File: src/hdl/acc_pkg.sv
// Package of constants and types for the converter control sequencer
package acc_pkg;
	localparam int DATA_W = 8;
	localparam int ADDR_W = 4;
	localparam int RES_W  = 12;
	localparam int TRIG_N = 4;
	localparam int SYNC_N = 3;

	// Register indices
	localparam logic [ADDR_W-1:0] ADDR_CTRL0  = 4'h0;
	localparam logic [ADDR_W-1:0] ADDR_CTRL2  = 4'h1;
	localparam logic [ADDR_W-1:0] ADDR_RESLO  = 4'h2;
	localparam logic [ADDR_W-1:0] ADDR_RESHI  = 4'h3;
	localparam logic [ADDR_W-1:0] ADDR_STAT   = 4'h4;
	localparam logic [ADDR_W-1:0] ADDR_MASK   = 4'h5;
	localparam logic [ADDR_W-1:0] ADDR_SLEEP  = 4'h6;

	// Field positions in converter_control_0
	localparam int CTRL0_ON  = 0;
	localparam int CTRL0_GO  = 1;
	localparam int CTRL0_RC  = 2;
	// Field positions in converter_control_2
	localparam int CTRL2_TSEL_LO = 0;
	localparam int TSEL_W        = 4;
	// Status / mask bits
	localparam int STAT_DONE = 0;
	localparam int STAT_ABRT = 1;
	localparam int STAT_W    = 2;
	// Sleep register bit
	localparam int SLEEP_BIT = 0;

	// Trigger source codes
	localparam logic [TSEL_W-1:0] TSEL_NONE = 4'h0;
	localparam logic [TSEL_W-1:0] TSEL_CCU1 = 4'h1;
	localparam logic [TSEL_W-1:0] TSEL_CCU2 = 4'h2;
	localparam logic [TSEL_W-1:0] TSEL_PSC1 = 4'h3;
	localparam logic [TSEL_W-1:0] TSEL_PSC2 = 4'h4;

	// One instruction cycle is four system clocks
	localparam int INSN_CYCLES = 4;
	localparam logic [DATA_W-1:0] ZERO_BYTE = 8'h00;

	typedef enum logic [1:0] {
		CS_IDLE,
		CS_DELAY,
		CS_BUSY
	} acc_state_type;

	typedef struct packed {
		logic              wrEn;
		logic              rdEn;
		logic [ADDR_W-1:0] addr;
		logic [DATA_W-1:0] wrData;
	} acc_bus_type;

	typedef struct packed {
		logic             start;
		logic             abort;
	} acc_cmd_type;

	typedef struct packed {
		logic             done;
		logic [RES_W-1:0] result;
	} acc_ana_type;
endpackage

File: src/hdl/acc_conv_ctrl.sv
// Converter control sequencer: registers, triggers, sleep and completion
//
// What this block does
// - The converter stays idle unless converter_on is one, and only then can it start.
// - Writing one to convert_go_done clears both result bytes and starts a conversion.
// - At completion go is cleared and the done flag is set in the same cycle.
// - Clearing go early abandons the conversion and keeps the previous result.
// - Reset returns all registers to reset values, turns off and cancels work.
// - With the dedicated RC clock the start waits one extra instruction cycle.
// - In sleep with the RC clock and interrupt enabled, completion raises wake.
// - In sleep with interrupt disabled the converter powers down after completion.
// - With another clock, sleep aborts the conversion and powers down, on stays set.
// - A rising edge of the selected trigger sets go and starts a conversion.
// - A four-bit field in converter_control_2 selects the trigger source.
`timescale 1ns/1ps
`default_nettype none
module acc_conv_ctrl
	import acc_pkg::*;
#(
	parameter int DELAY_CYC = acc_pkg::INSN_CYCLES
) (
	input  wire logic                        ref_clk,
	input  wire logic                        rst_n,
	input  wire acc_pkg::acc_bus_type        bus,
	output logic      [acc_pkg::DATA_W-1:0]  rdData,
	input  wire logic                        trigCcu1,
	input  wire logic                        trigCcu2,
	input  wire logic                        trigPsc1,
	input  wire logic                        trigPsc2,
	input  wire acc_pkg::acc_ana_type        ana,
	output acc_pkg::acc_cmd_type             cmd,
	output logic                             analogPower,
	output logic                             wakeReq,
	output logic                             irq
);
	import acc_pkg::*;

	localparam int CNT_W = $clog2(DELAY_CYC + 1);
	localparam logic [CNT_W-1:0] DELAY_LOAD = CNT_W'(DELAY_CYC);
	localparam logic [CNT_W-1:0] CNT_ONE = CNT_W'(1);

	typedef struct packed {
		acc_state_type     state;
		logic [CNT_W-1:0]  cnt;
		logic              convOn;
		logic              goBit;
		logic              rcClk;
		logic [TSEL_W-1:0] tsel;
		logic [RES_W-1:0]  result;
		logic [RES_W-1:0]  prevRes;
		logic [STAT_W-1:0] stat;
		logic [STAT_W-1:0] mask;
		logic              sleepMode;
		logic              powerDown;
		logic [DATA_W-1:0] rd;
		logic              start;
		logic              abort;
		logic              power;
		logic              wake;
		logic              irq;
	} acc_regs_type;

	acc_regs_type r_r;
	acc_regs_type r_nxt;
	logic [TRIG_N-1:0] trigRise;
	logic              selRise;

	function automatic logic isWr(input acc_bus_type b,
		input logic [ADDR_W-1:0] a);
		return b.wrEn && (b.addr == a);
	endfunction

	function automatic logic isRd(input acc_bus_type b,
		input logic [ADDR_W-1:0] a);
		return b.rdEn && (b.addr == a);
	endfunction

	acc_trig_sync #(
		.N(TRIG_N)
	) u_sync (
		.ref_clk  (ref_clk),
		.rst_n    (rst_n),
		.trigIn   ({trigPsc2, trigPsc1, trigCcu2, trigCcu1}),
		.trigRise (trigRise)
	);

	// Unlisted select codes never trigger
	always_comb begin
		unique case (r_r.tsel)
			TSEL_CCU1: selRise = trigRise[0];
			TSEL_CCU2: selRise = trigRise[1];
			TSEL_PSC1: selRise = trigRise[2];
			TSEL_PSC2: selRise = trigRise[3];
			default:   selRise = 1'b0;
		endcase
	end

	always_comb begin
		logic goWr;
		logic goSet;
		logic goClr;
		logic busy;
		logic live;
		logic [STAT_W-1:0] ev;
		goWr  = 1'b0;
		goSet = 1'b0;
		goClr = 1'b0;
		busy  = 1'b0;
		live  = 1'b0;
		ev    = '0;
		r_nxt       = r_r;
		r_nxt.start = 1'b0;
		r_nxt.abort = 1'b0;
		r_nxt.wake  = 1'b0;

		// Register writes
		if (isWr(bus, ADDR_CTRL0)) begin
			r_nxt.convOn = bus.wrData[CTRL0_ON];
			r_nxt.rcClk  = bus.wrData[CTRL0_RC];
			goWr  = 1'b1;
			goSet = bus.wrData[CTRL0_GO];
			goClr = !bus.wrData[CTRL0_GO];
			if (bus.wrData[CTRL0_ON]) begin
				r_nxt.powerDown = 1'b0;
			end
		end
		if (isWr(bus, ADDR_CTRL2)) begin
			r_nxt.tsel = bus.wrData[CTRL2_TSEL_LO +: TSEL_W];
		end
		if (isWr(bus, ADDR_MASK)) begin
			r_nxt.mask = bus.wrData[STAT_W-1:0];
		end
		if (isWr(bus, ADDR_SLEEP)) begin
			r_nxt.sleepMode = bus.wrData[SLEEP_BIT];
		end

		// Hardware trigger acts only on an idle, enabled converter
		if (selRise && r_r.convOn && !r_r.powerDown &&
			r_r.state == CS_IDLE) begin
			goSet = 1'b1;
			goClr = 1'b0;
		end
		live = r_nxt.convOn && !r_nxt.powerDown;

		unique case (r_r.state)
			CS_IDLE: begin
				r_nxt.goBit = 1'b0;
				if (goSet && live) begin
					r_nxt.goBit  = 1'b1;
					r_nxt.result = '0;
					// Go clears the result, so keep the old one for an abort
					r_nxt.prevRes = r_r.result;
					if (r_nxt.rcClk) begin
						r_nxt.state = CS_DELAY;
						r_nxt.cnt   = DELAY_LOAD;
					end else begin
						r_nxt.state = CS_BUSY;
						r_nxt.start = 1'b1;
					end
				end
			end
			CS_DELAY: begin
				busy = 1'b1;
				r_nxt.cnt = r_r.cnt - CNT_ONE;
				if (r_r.cnt == CNT_ONE) begin
					r_nxt.state = CS_BUSY;
					r_nxt.start = 1'b1;
				end
			end
			CS_BUSY: begin
				busy = 1'b1;
				if (ana.done) begin
					r_nxt.state  = CS_IDLE;
					r_nxt.goBit  = 1'b0;
					r_nxt.result = ana.result;
					ev[STAT_DONE] = 1'b1;
					if (r_r.sleepMode) begin
						if (r_r.mask[STAT_DONE]) begin
							r_nxt.wake = 1'b1;
						end else begin
							r_nxt.powerDown = 1'b1;
						end
					end
				end
			end
		endcase

		// Early clear, switch-off or non-RC sleep cancels; result is kept
		if (busy && !ana.done) begin
			if ((goWr && goClr) || !r_nxt.convOn) begin
				r_nxt.state = CS_IDLE;
				r_nxt.goBit = 1'b0;
				r_nxt.abort = 1'b1;
				r_nxt.result = r_r.prevRes;
				r_nxt.start = 1'b0;
				ev[STAT_ABRT] = 1'b1;
			end else if (r_nxt.sleepMode && !r_r.rcClk) begin
				r_nxt.state = CS_IDLE;
				r_nxt.goBit = 1'b0;
				r_nxt.abort = 1'b1;
				r_nxt.start = 1'b0;
				r_nxt.powerDown = 1'b1;
				r_nxt.result = r_r.prevRes;
				ev[STAT_ABRT] = 1'b1;
			end
		end
		if (r_nxt.sleepMode && !r_nxt.rcClk) begin
			r_nxt.powerDown = 1'b1;
		end
		if (!r_nxt.sleepMode && r_r.sleepMode) begin
			r_nxt.powerDown = 1'b0;
		end

		// Read data; a status read clears, but a new event wins
		r_nxt.rd = ZERO_BYTE;
		if (bus.rdEn) begin
			unique case (bus.addr)
				ADDR_CTRL0: begin
					r_nxt.rd[CTRL0_ON] = r_r.convOn;
					r_nxt.rd[CTRL0_GO] = r_r.goBit;
					r_nxt.rd[CTRL0_RC] = r_r.rcClk;
				end
				ADDR_CTRL2: r_nxt.rd[TSEL_W-1:0] = r_r.tsel;
				ADDR_RESLO: r_nxt.rd = r_r.result[DATA_W-1:0];
				ADDR_RESHI: r_nxt.rd[RES_W-DATA_W-1:0] =
					r_r.result[RES_W-1:DATA_W];
				ADDR_STAT:  r_nxt.rd[STAT_W-1:0] = r_r.stat;
				ADDR_MASK:  r_nxt.rd[STAT_W-1:0] = r_r.mask;
				ADDR_SLEEP: r_nxt.rd[SLEEP_BIT] = r_r.sleepMode;
				default:    r_nxt.rd = ZERO_BYTE;
			endcase
		end
		if (isRd(bus, ADDR_STAT)) begin
			r_nxt.stat = ev;
		end else begin
			r_nxt.stat = r_r.stat | ev;
		end
		r_nxt.power = r_nxt.convOn && !r_nxt.powerDown;
		r_nxt.irq   = |(r_nxt.stat & r_nxt.mask);
	end

	always_ff @(posedge ref_clk) begin
		if (!rst_n) begin
			r_r       <= '0;
			r_r.state <= CS_IDLE;
		end else begin
			r_r <= r_nxt;
		end
	end

	assign rdData      = r_r.rd;
	assign cmd.start   = r_r.start;
	assign cmd.abort   = r_r.abort;
	assign analogPower = r_r.power;
	assign wakeReq     = r_r.wake;
	assign irq         = r_r.irq;
endmodule
`default_nettype wire

File: src/hdl/acc_trig_sync.sv
// Three-stage trigger synchroniser with rising edge detector
`timescale 1ns/1ps
`default_nettype none
module acc_trig_sync #(
	parameter int N = 4
) (
	input  wire logic         ref_clk,
	input  wire logic         rst_n,
	input  wire logic [N-1:0] trigIn,
	output logic      [N-1:0] trigRise
);
	import acc_pkg::*;

	typedef struct packed {
		logic [N-1:0] s1;
		logic [N-1:0] s2;
		logic [N-1:0] s3;
		logic [N-1:0] lvl;
		logic [N-1:0] rise;
	} acc_sync_type;

	acc_sync_type st_r;
	acc_sync_type st_nxt;

	// Level only moves when stage two and three agree
	always_comb begin
		st_nxt    = st_r;
		st_nxt.s1 = trigIn;
		st_nxt.s2 = st_r.s1;
		st_nxt.s3 = st_r.s2;
		for (int i = 0; i < N; i++) begin
			if (st_r.s2[i] == st_r.s3[i]) begin
				st_nxt.lvl[i] = st_r.s3[i];
			end
		end
		st_nxt.rise = st_nxt.lvl & ~st_r.lvl;
	end

	always_ff @(posedge ref_clk) begin
		if (!rst_n) begin
			st_r <= '0;
		end else begin
			st_r <= st_nxt;
		end
	end

	assign trigRise = st_r.rise;
endmodule
`default_nettype wire

File: config.mk
export PLATFORM = sky130hd
export DESIGN_NAME = acc_conv_ctrl
export DESIGN_NICKNAME = d
export VERILOG_FILES = /design/src/hdl/acc_pkg.sv /design/src/hdl/acc_conv_ctrl.sv /design/src/hdl/acc_trig_sync.sv
export SDC_FILE = /design/constraint.sdc
export NUM_CORES = 1
export LEC_CHECK = 0
export ABC_AREA = 0
export BUFFER_PORTS_ARGS = -buffer_cell sky130_fd_sc_hd__clkbuf_2
export CORE_MARGIN = 4
export CORE_UTILIZATION = 47
export DETAILED_ROUTE_END_ITERATION = 8
export PLACE_DENSITY = 0.72
export REMOVE_ABC_BUFFERS = 1
export SYNTH_ARGS = -nofsm -noshare
export SYNTH_HDL_FRONTEND = slang
export SYNTH_SLANG_ARGS = --single-unit
File: constraint.sdc
create_clock -name ref_clk -period 4 [get_ports ref_clk]
set_input_delay 0.2 -clock ref_clk [delete_from_list [all_inputs] [get_ports ref_clk]]
set_output_delay 0.2 -clock ref_clk [all_outputs]
set_load 0.01 [all_outputs]
==> Word-level counts from Yosys, hierarchy flattened <==
Cells that the tools add are included.
{ "word_totals": {"word_cells": 151, "mem_bits_ro": 0, "register_bits": 75, "out_inout_bits": 13, "mem_bits_rw": 0, "latchBits": 0, "in_bits": 33, "mem_count": 0} }
{ "classes": {"n_reduce_logical": 37, "eq_ne": 19, "shift": 0, "n_addsub": 1, "bitwise_logic": 4, "n_mul": 0, "div_mod_pow": 0, "magnitude_cmp": 0, "n_mux": 66} }
{ "ops": {"columns": ["op", "n"], "rows": [
  ["12-bit two-way mux", 4],
  ["1-bit two-way mux", 38],
  ["24-bit two-way mux", 1],
  ["12-bit one-hot mux with 2 select lines", 1],
  ["2-bit two-way mux", 11],
  ["4-bit by 2-bit equality test with 1-bit output (second input constant)", 4],
  ["4-bit by 3-bit equality test with 1-bit output (second input constant)", 4],
  ["1-bit logical AND", 16],
  ["1-bit logical NOT", 9],
  ["4-bit by 1-bit equality test with 1-bit output (second input constant)", 2],
  ["1-bit one-hot mux with 4 select lines", 2],
  ["1-bit one-hot mux with 7 select lines", 1],
  ["1-bit one-hot mux with 6 select lines", 1],
  ["2-bit one-hot mux with 3 select lines", 1],
  ["3-bit one-hot mux with 2 select lines", 1],
  ["2-bit AND reduction", 3],
  ["3-bit AND reduction", 2],
  ["5-bit two-way mux", 1],
  ["4-bit bitwise AND", 1],
  ["1-bit equality test", 4],
  ["4-bit logical NOT", 1],
  ["4-bit NOT", 1],
  ["1-bit one-hot mux with 2 select lines", 2],
  ["4-bit AND reduction", 1],
  ["other kinds (14)", 15]
]} }

==> Longest topological paths before layout <==
{ "logic_depth": {"depth_word": 14, "depth_mapped": 9} }

==> Cells and area by module <==
From an unflattened synthesis, not the netlist that was laid out.
{ "hier_totals": {"cells_unflattened": 353, "area_unflattened_um2": 3410.8} }
{ "modules_own_cells": {"columns": ["mod", "cells_each", "instances", "seq_area_each_um2", "area_each_um2"], "rows": [
  ["acc_conv_ctrl", 300, 1, 1101.1, 2777.7],
  ["acc_trig_sync", 53, 1, 400.4, 633.1]
]} }

==> Worst setup path before layout <==
Ideal clock, no wire load.
{ "synth_path": {"path_kind": "flip-flop to flip-flop", "from": "register r_r[54] in the netlist's numbering", "to": "register r_r[54] in the netlist's numbering", "setup_ps": 116, "n_path_buf": 0, "setup_slack_ps": 1637, "arrival_ps": 2247, "t_required_ps": 3884, "stages_incl_launch_ff": 9, "path_cell_list": "dfxtp_1 -> inv_1 -> ha_1 -> inv_1 -> a2111oi_0 -> a32oi_1 -> nor2_1 -> mux2_2 -> o211a_1"} }
{ "synth_via": {"elab_chain_cells": 9, "word_cells_on_any_way": 19, "cone_classes": "eq/ne (2); mux (10); reduce/logical (7)"} }
{ "synth_lines": {"columns": ["element", "line_no", "source"], "rows": [
  ["start: declaration", "acc_conv_ctrl.sv:63", "acc_regs_type r_r;"],
  ["start signal: assignment", "acc_conv_ctrl.sv:247", "r_r <= r_nxt;"],
  ["2-bit logical NOT", "acc_conv_ctrl.sv:139, acc_conv_ctrl.sv:145", null],
  ["1-bit logical AND", "acc_conv_ctrl.sv:138", "if (selRise && r_r.convOn && !r_r.powerDown &&"],
  ["1-bit two-way mux", "acc_conv_ctrl.sv:138", null],
  ["1-bit logical AND", "acc_conv_ctrl.sv:148", "if (goSet && live) begin"],
  ["5-bit two-way mux", "acc_conv_ctrl.sv:148", null],
  ["2-bit one-hot mux with 3 select lines", "acc_conv_ctrl.sv:145", "unique case (r_r.state)"],
  ["2-bit two-way mux", "acc_conv_ctrl.sv:197", "end else if (r_nxt.sleepMode && !r_r.rcClk) begin"],
  ["2-bit two-way mux", "acc_conv_ctrl.sv:190", "if ((goWr && goClr) || !r_nxt.convOn) begin"],
  ["2-bit two-way mux *", "acc_conv_ctrl.sv:189", "if (busy && !ana.done) begin"]
]} }
Mark *: on every way between the ends. The rest lies on a longest branch, timed or not. The select of a mux whose other input is x is not followed.
A chain may end at the register's enable or synchronous reset.

==> Worst setup path after layout <==
Ends and elaborated chain as after synthesis.

==> impl_results.md <==
* Design Power at 1.391 mW
* Ranking of synthesized cells by area: dfxtp_1, mux2i_1, and2_1
* Post-synth EDFFs at 0
* Clk buf depth at 2
* Netlist Area Pre-Place at between 3000 and 4000 um^2
* Synthesis Warnings at 0
* Nets at 409
* PortBufs at 41
* Setup CP Type: register to register
* Final core occ at 0.5354
* Reg2reg start: r_r[54]$_SDFF_PN0_
* Netlist cell types at 52
* Main synth FF type: dfxtp_1
* Worst-margin pin slew at 0.6402 ns
* Clock share of power at 0.394
* Area of the core at slightly below 7000 um^2
* Pwr/cell area at about 380 nW/um^2
* Met3 usage at 0.04722
* RR Endpoint: r_r[54]$_SDFF_PN0_
* DP HPWL at 4.767 mm
* Setup Buffers After CTS at 0
* Drt drc at 0
* Logic pwr share at 0.058
* Final period utilization at 0.7448
* Critical Path Start: r_r[54]$_SDFF_PN0_
* Final setup fails at 0
* Synth Register Bits at 75
* Worst setup SP type: register
* FMAX at ~340 MHz
* Vias in the first global route at between 2000 and 2500
* Rows at 30
* Die W at 91.34 um
* Max-slew violations at 0
* Final cell count without fillers at around 460
* Sequential group share of total power at 0.548
* Internal at between 1 and 1.5 mW
* Yosys top cell by area: dfxtp_1
* Crit path DAT at around 3.2 ns
* Outcome: complete, no violations
* Vias post-DR at between 2000 and 3000
* Die ar. at between 8000 and 9000 um^2
* Total negative slack at 0 ns
* Worst-path clk slew at around 0.07 ns
* GPL Wtd Cong at a little over 0.8
* I/O pin cnt at 46
* Die Height at 91.34 um
* Pleak at 1.409 nW
* GRT Total Usage at 0.1780
* Post-CTS Hold Buffers at 0
* Hold Path Depth at 2
* Num Clock Sinks at 75
* R2R depth at 10
* P_sw at roughly 0.32 mW
* FFs w/ async S/R, synth at 0
* Unrepaired setup endpoints after global routing: false
* DRT Pass-1 Iters at 5
* Worst ir drop on vdd at between 0.0002 and 0.00025 V
* Worst min path class: primary input to register
* Largest net degree at the start of global routing at 38
* Final worst path period need at approximately 3.0 ns
* Avg WL per Cell at around 16 um
* Root buf cell: clkbuf_8
* Synth Instances at roughly 340
* Mapped Avg Cell Area at around 9.5 um^2
* Area grow syn2layout at 10.81%
* Met1 Track Usage GR at 0.2296
* Initial antenna violation count at 0
* Hold EP: u_sync.st_nxt[15]$_SDFF_PN0_
* Routed WL at between 7 and 8 mm
* GR peak layer: met2
* Via-to-Cell Ratio at between 5 and 6
* Post-cts gate resize count at 0
* Crit-path max FO at 15
* Initial Util at 0.4831
* Sequential area share after synthesis at 0.4599
* Fillcell total at just over 600
* Clock Skew at roughly 0.0095 ns
* Max-slew headroom at 0.5610
* 1st-iter DRT viols at 202
* Placed cell count at 440
* Origin of the worst min-delay path: trigPsc2
* Max Cap Viol at 0
* Final-report hold violation count at 0
* Number of buffers created by CTS at 9
* Worst setup EP type: register
* N_diodes at 0
* Clock Latency Late Sink at around 0.34 ns
* CTS H-tree lvls at 3
* R2r setup slk at 1.02 ns
* CTS tree: built
* Grt met2 use at 0.2876
* Switching portion of total power at 0.2300
* Grt total ovfl at 0
* Share of post-route cells with drive strength above 1 at 0.1973
* First-pass GRT wire length at around 12 mm
* Top cell type's share of synthesized area at 0.4599
* Required time of the critical path at around 4.2 ns
* Antenna Nets Post-Route at 0
-- power groups by stage --
stage | Sequential [mW] | Clock [mW] | Combinational [mW]
after floorplan | 0.778 | 0 | 0.0409
after global placement | 0.779 | 0 | 0.0797
after detailed placement | 0.779 | 0 | 0.0809
after CTS | 0.762 | 0.559 | 0.0814
after global routing | 0.763 | 0.591 | 0.0907
final | 0.762 | 0.548 | 0.0813
-- state kept, by name, summed over array words and instances (netlist names) --
register / count
wakeReq: 1
irq: 1
rdData: 8
u_sync.st_nxt: 8
r_r: 42
analogPower: 1
u_sync.trigRise: 4
u_sync.st_r: 8
cmd: 2
-- cell families (layout without fill, tap and decap cells) --
logic type	count (synthesis)	count (layout)	share of synthesized area
DFF	75	75	0.4599
muxes	28	28	0.1004
and+or+nand+nor	118	118	0.1905
adders and majority gates	5	5	0.01916
AOI/OAI and AO/OA	77	77	0.1633
buffers and inverters	39	72	0.06669
-- layout make-up --
type                       instances  area [um^2]  share of cell area
clock buffer                      10        127.6             0.03528
clock inverter                     5        55.05             0.01522
inverter                          10        37.54             0.01038
multi-input combinational        228         1545              0.4272
sequential                        75         1501              0.4151
tap                               80        100.1             0.02767
timing repair buffer              47        250.2             0.06918
-- synthesized netlist by cell type (2+ instances only) --
cell,count
a21o_1,2
a21oi_1,14
a22o_1,12
a22oi_1,15
and2_1,20
and3_1,2
buf_2,2
buf_4,11
buf_6,2
clkbuf_1,11
dfxtp_1,75
ha_1,5
inv_1,10
mux2_2,4
mux2i_1,20
mux4_2,3
nand2_1,28
nand2b_1,6
nand3_1,7
nand3b_1,3
nor2_1,28
nor2b_1,7
nor3_1,9
o21ai_0,16
o21ai_1,3
-- cells in the final DEF (no fill, tap or decap), types with 5 or more instances in the layout --
master,instances
inv_1,10
nand2_1,28
mux2i_1,20
buf_4,6
and2_1,20
nor3_1,9
a21oi_1,14
a22o_1,12
dfxtp_1,75
nor2_1,28
clkbuf_2,41
o21ai_0,16
nand2b_1,6
ha_1,5
clkbuf_8,9
nand3_1,7
a22oi_1,15
nor2b_1,7
-- metrics by stage --
step / hold WS (ns) / cell area (um^2) / setup WS (ns)
final: 0.06514 / 3617 / 1.021
after global routing: 0.05858 / 3617 / 0.7744
after CTS: 0.04849 / 3617 / 1.090
after detailed placement: 0.4062 / 3435 / 1.113
after global placement: 0.3968 / 3435 / 1.223
after floorplan: 0.3208 / 3084 / 1.174
-- worst max-delay path by stage --
stage / cells after the start / end / slack, ns
finish: 10 / r_r[54]$_SDFF_PN0_ / 1.02
global route: 10 / r_r[54]$_SDFF_PN0_ / 0.77
CTS: 10 / r_r[54]$_SDFF_PN0_ / 1.09
detailed placement: 10 / r_r[54]$_SDFF_PN0_ / 1.11
global placement: 10 / r_r[54]$_SDFF_PN0_ / 1.22
floorplan: 8 / r_r[54]$_SDFF_PN0_ / 1.17
-- critical path: stages, from the launching register on --
cell       delay, ns
dfxtp_1         0.34
inv_1           0.11
ha_1            0.15
buf_4           0.21
inv_1           0.16
a2111oi_0       0.58
a32oi_1         0.38
nor2_1          0.17
buf_4           0.22
mux2_2          0.35
o211a_1         0.20
-- routing by layer --
metal / vias up / wire length (um)
met5: - / 0
met2: 65 / 3460
li1: 1248 / -
met4: 0 / 93
met3: 8 / 348
met1: 1225 / 3174
Note: power is estimated with default switching activity, not from simulation.
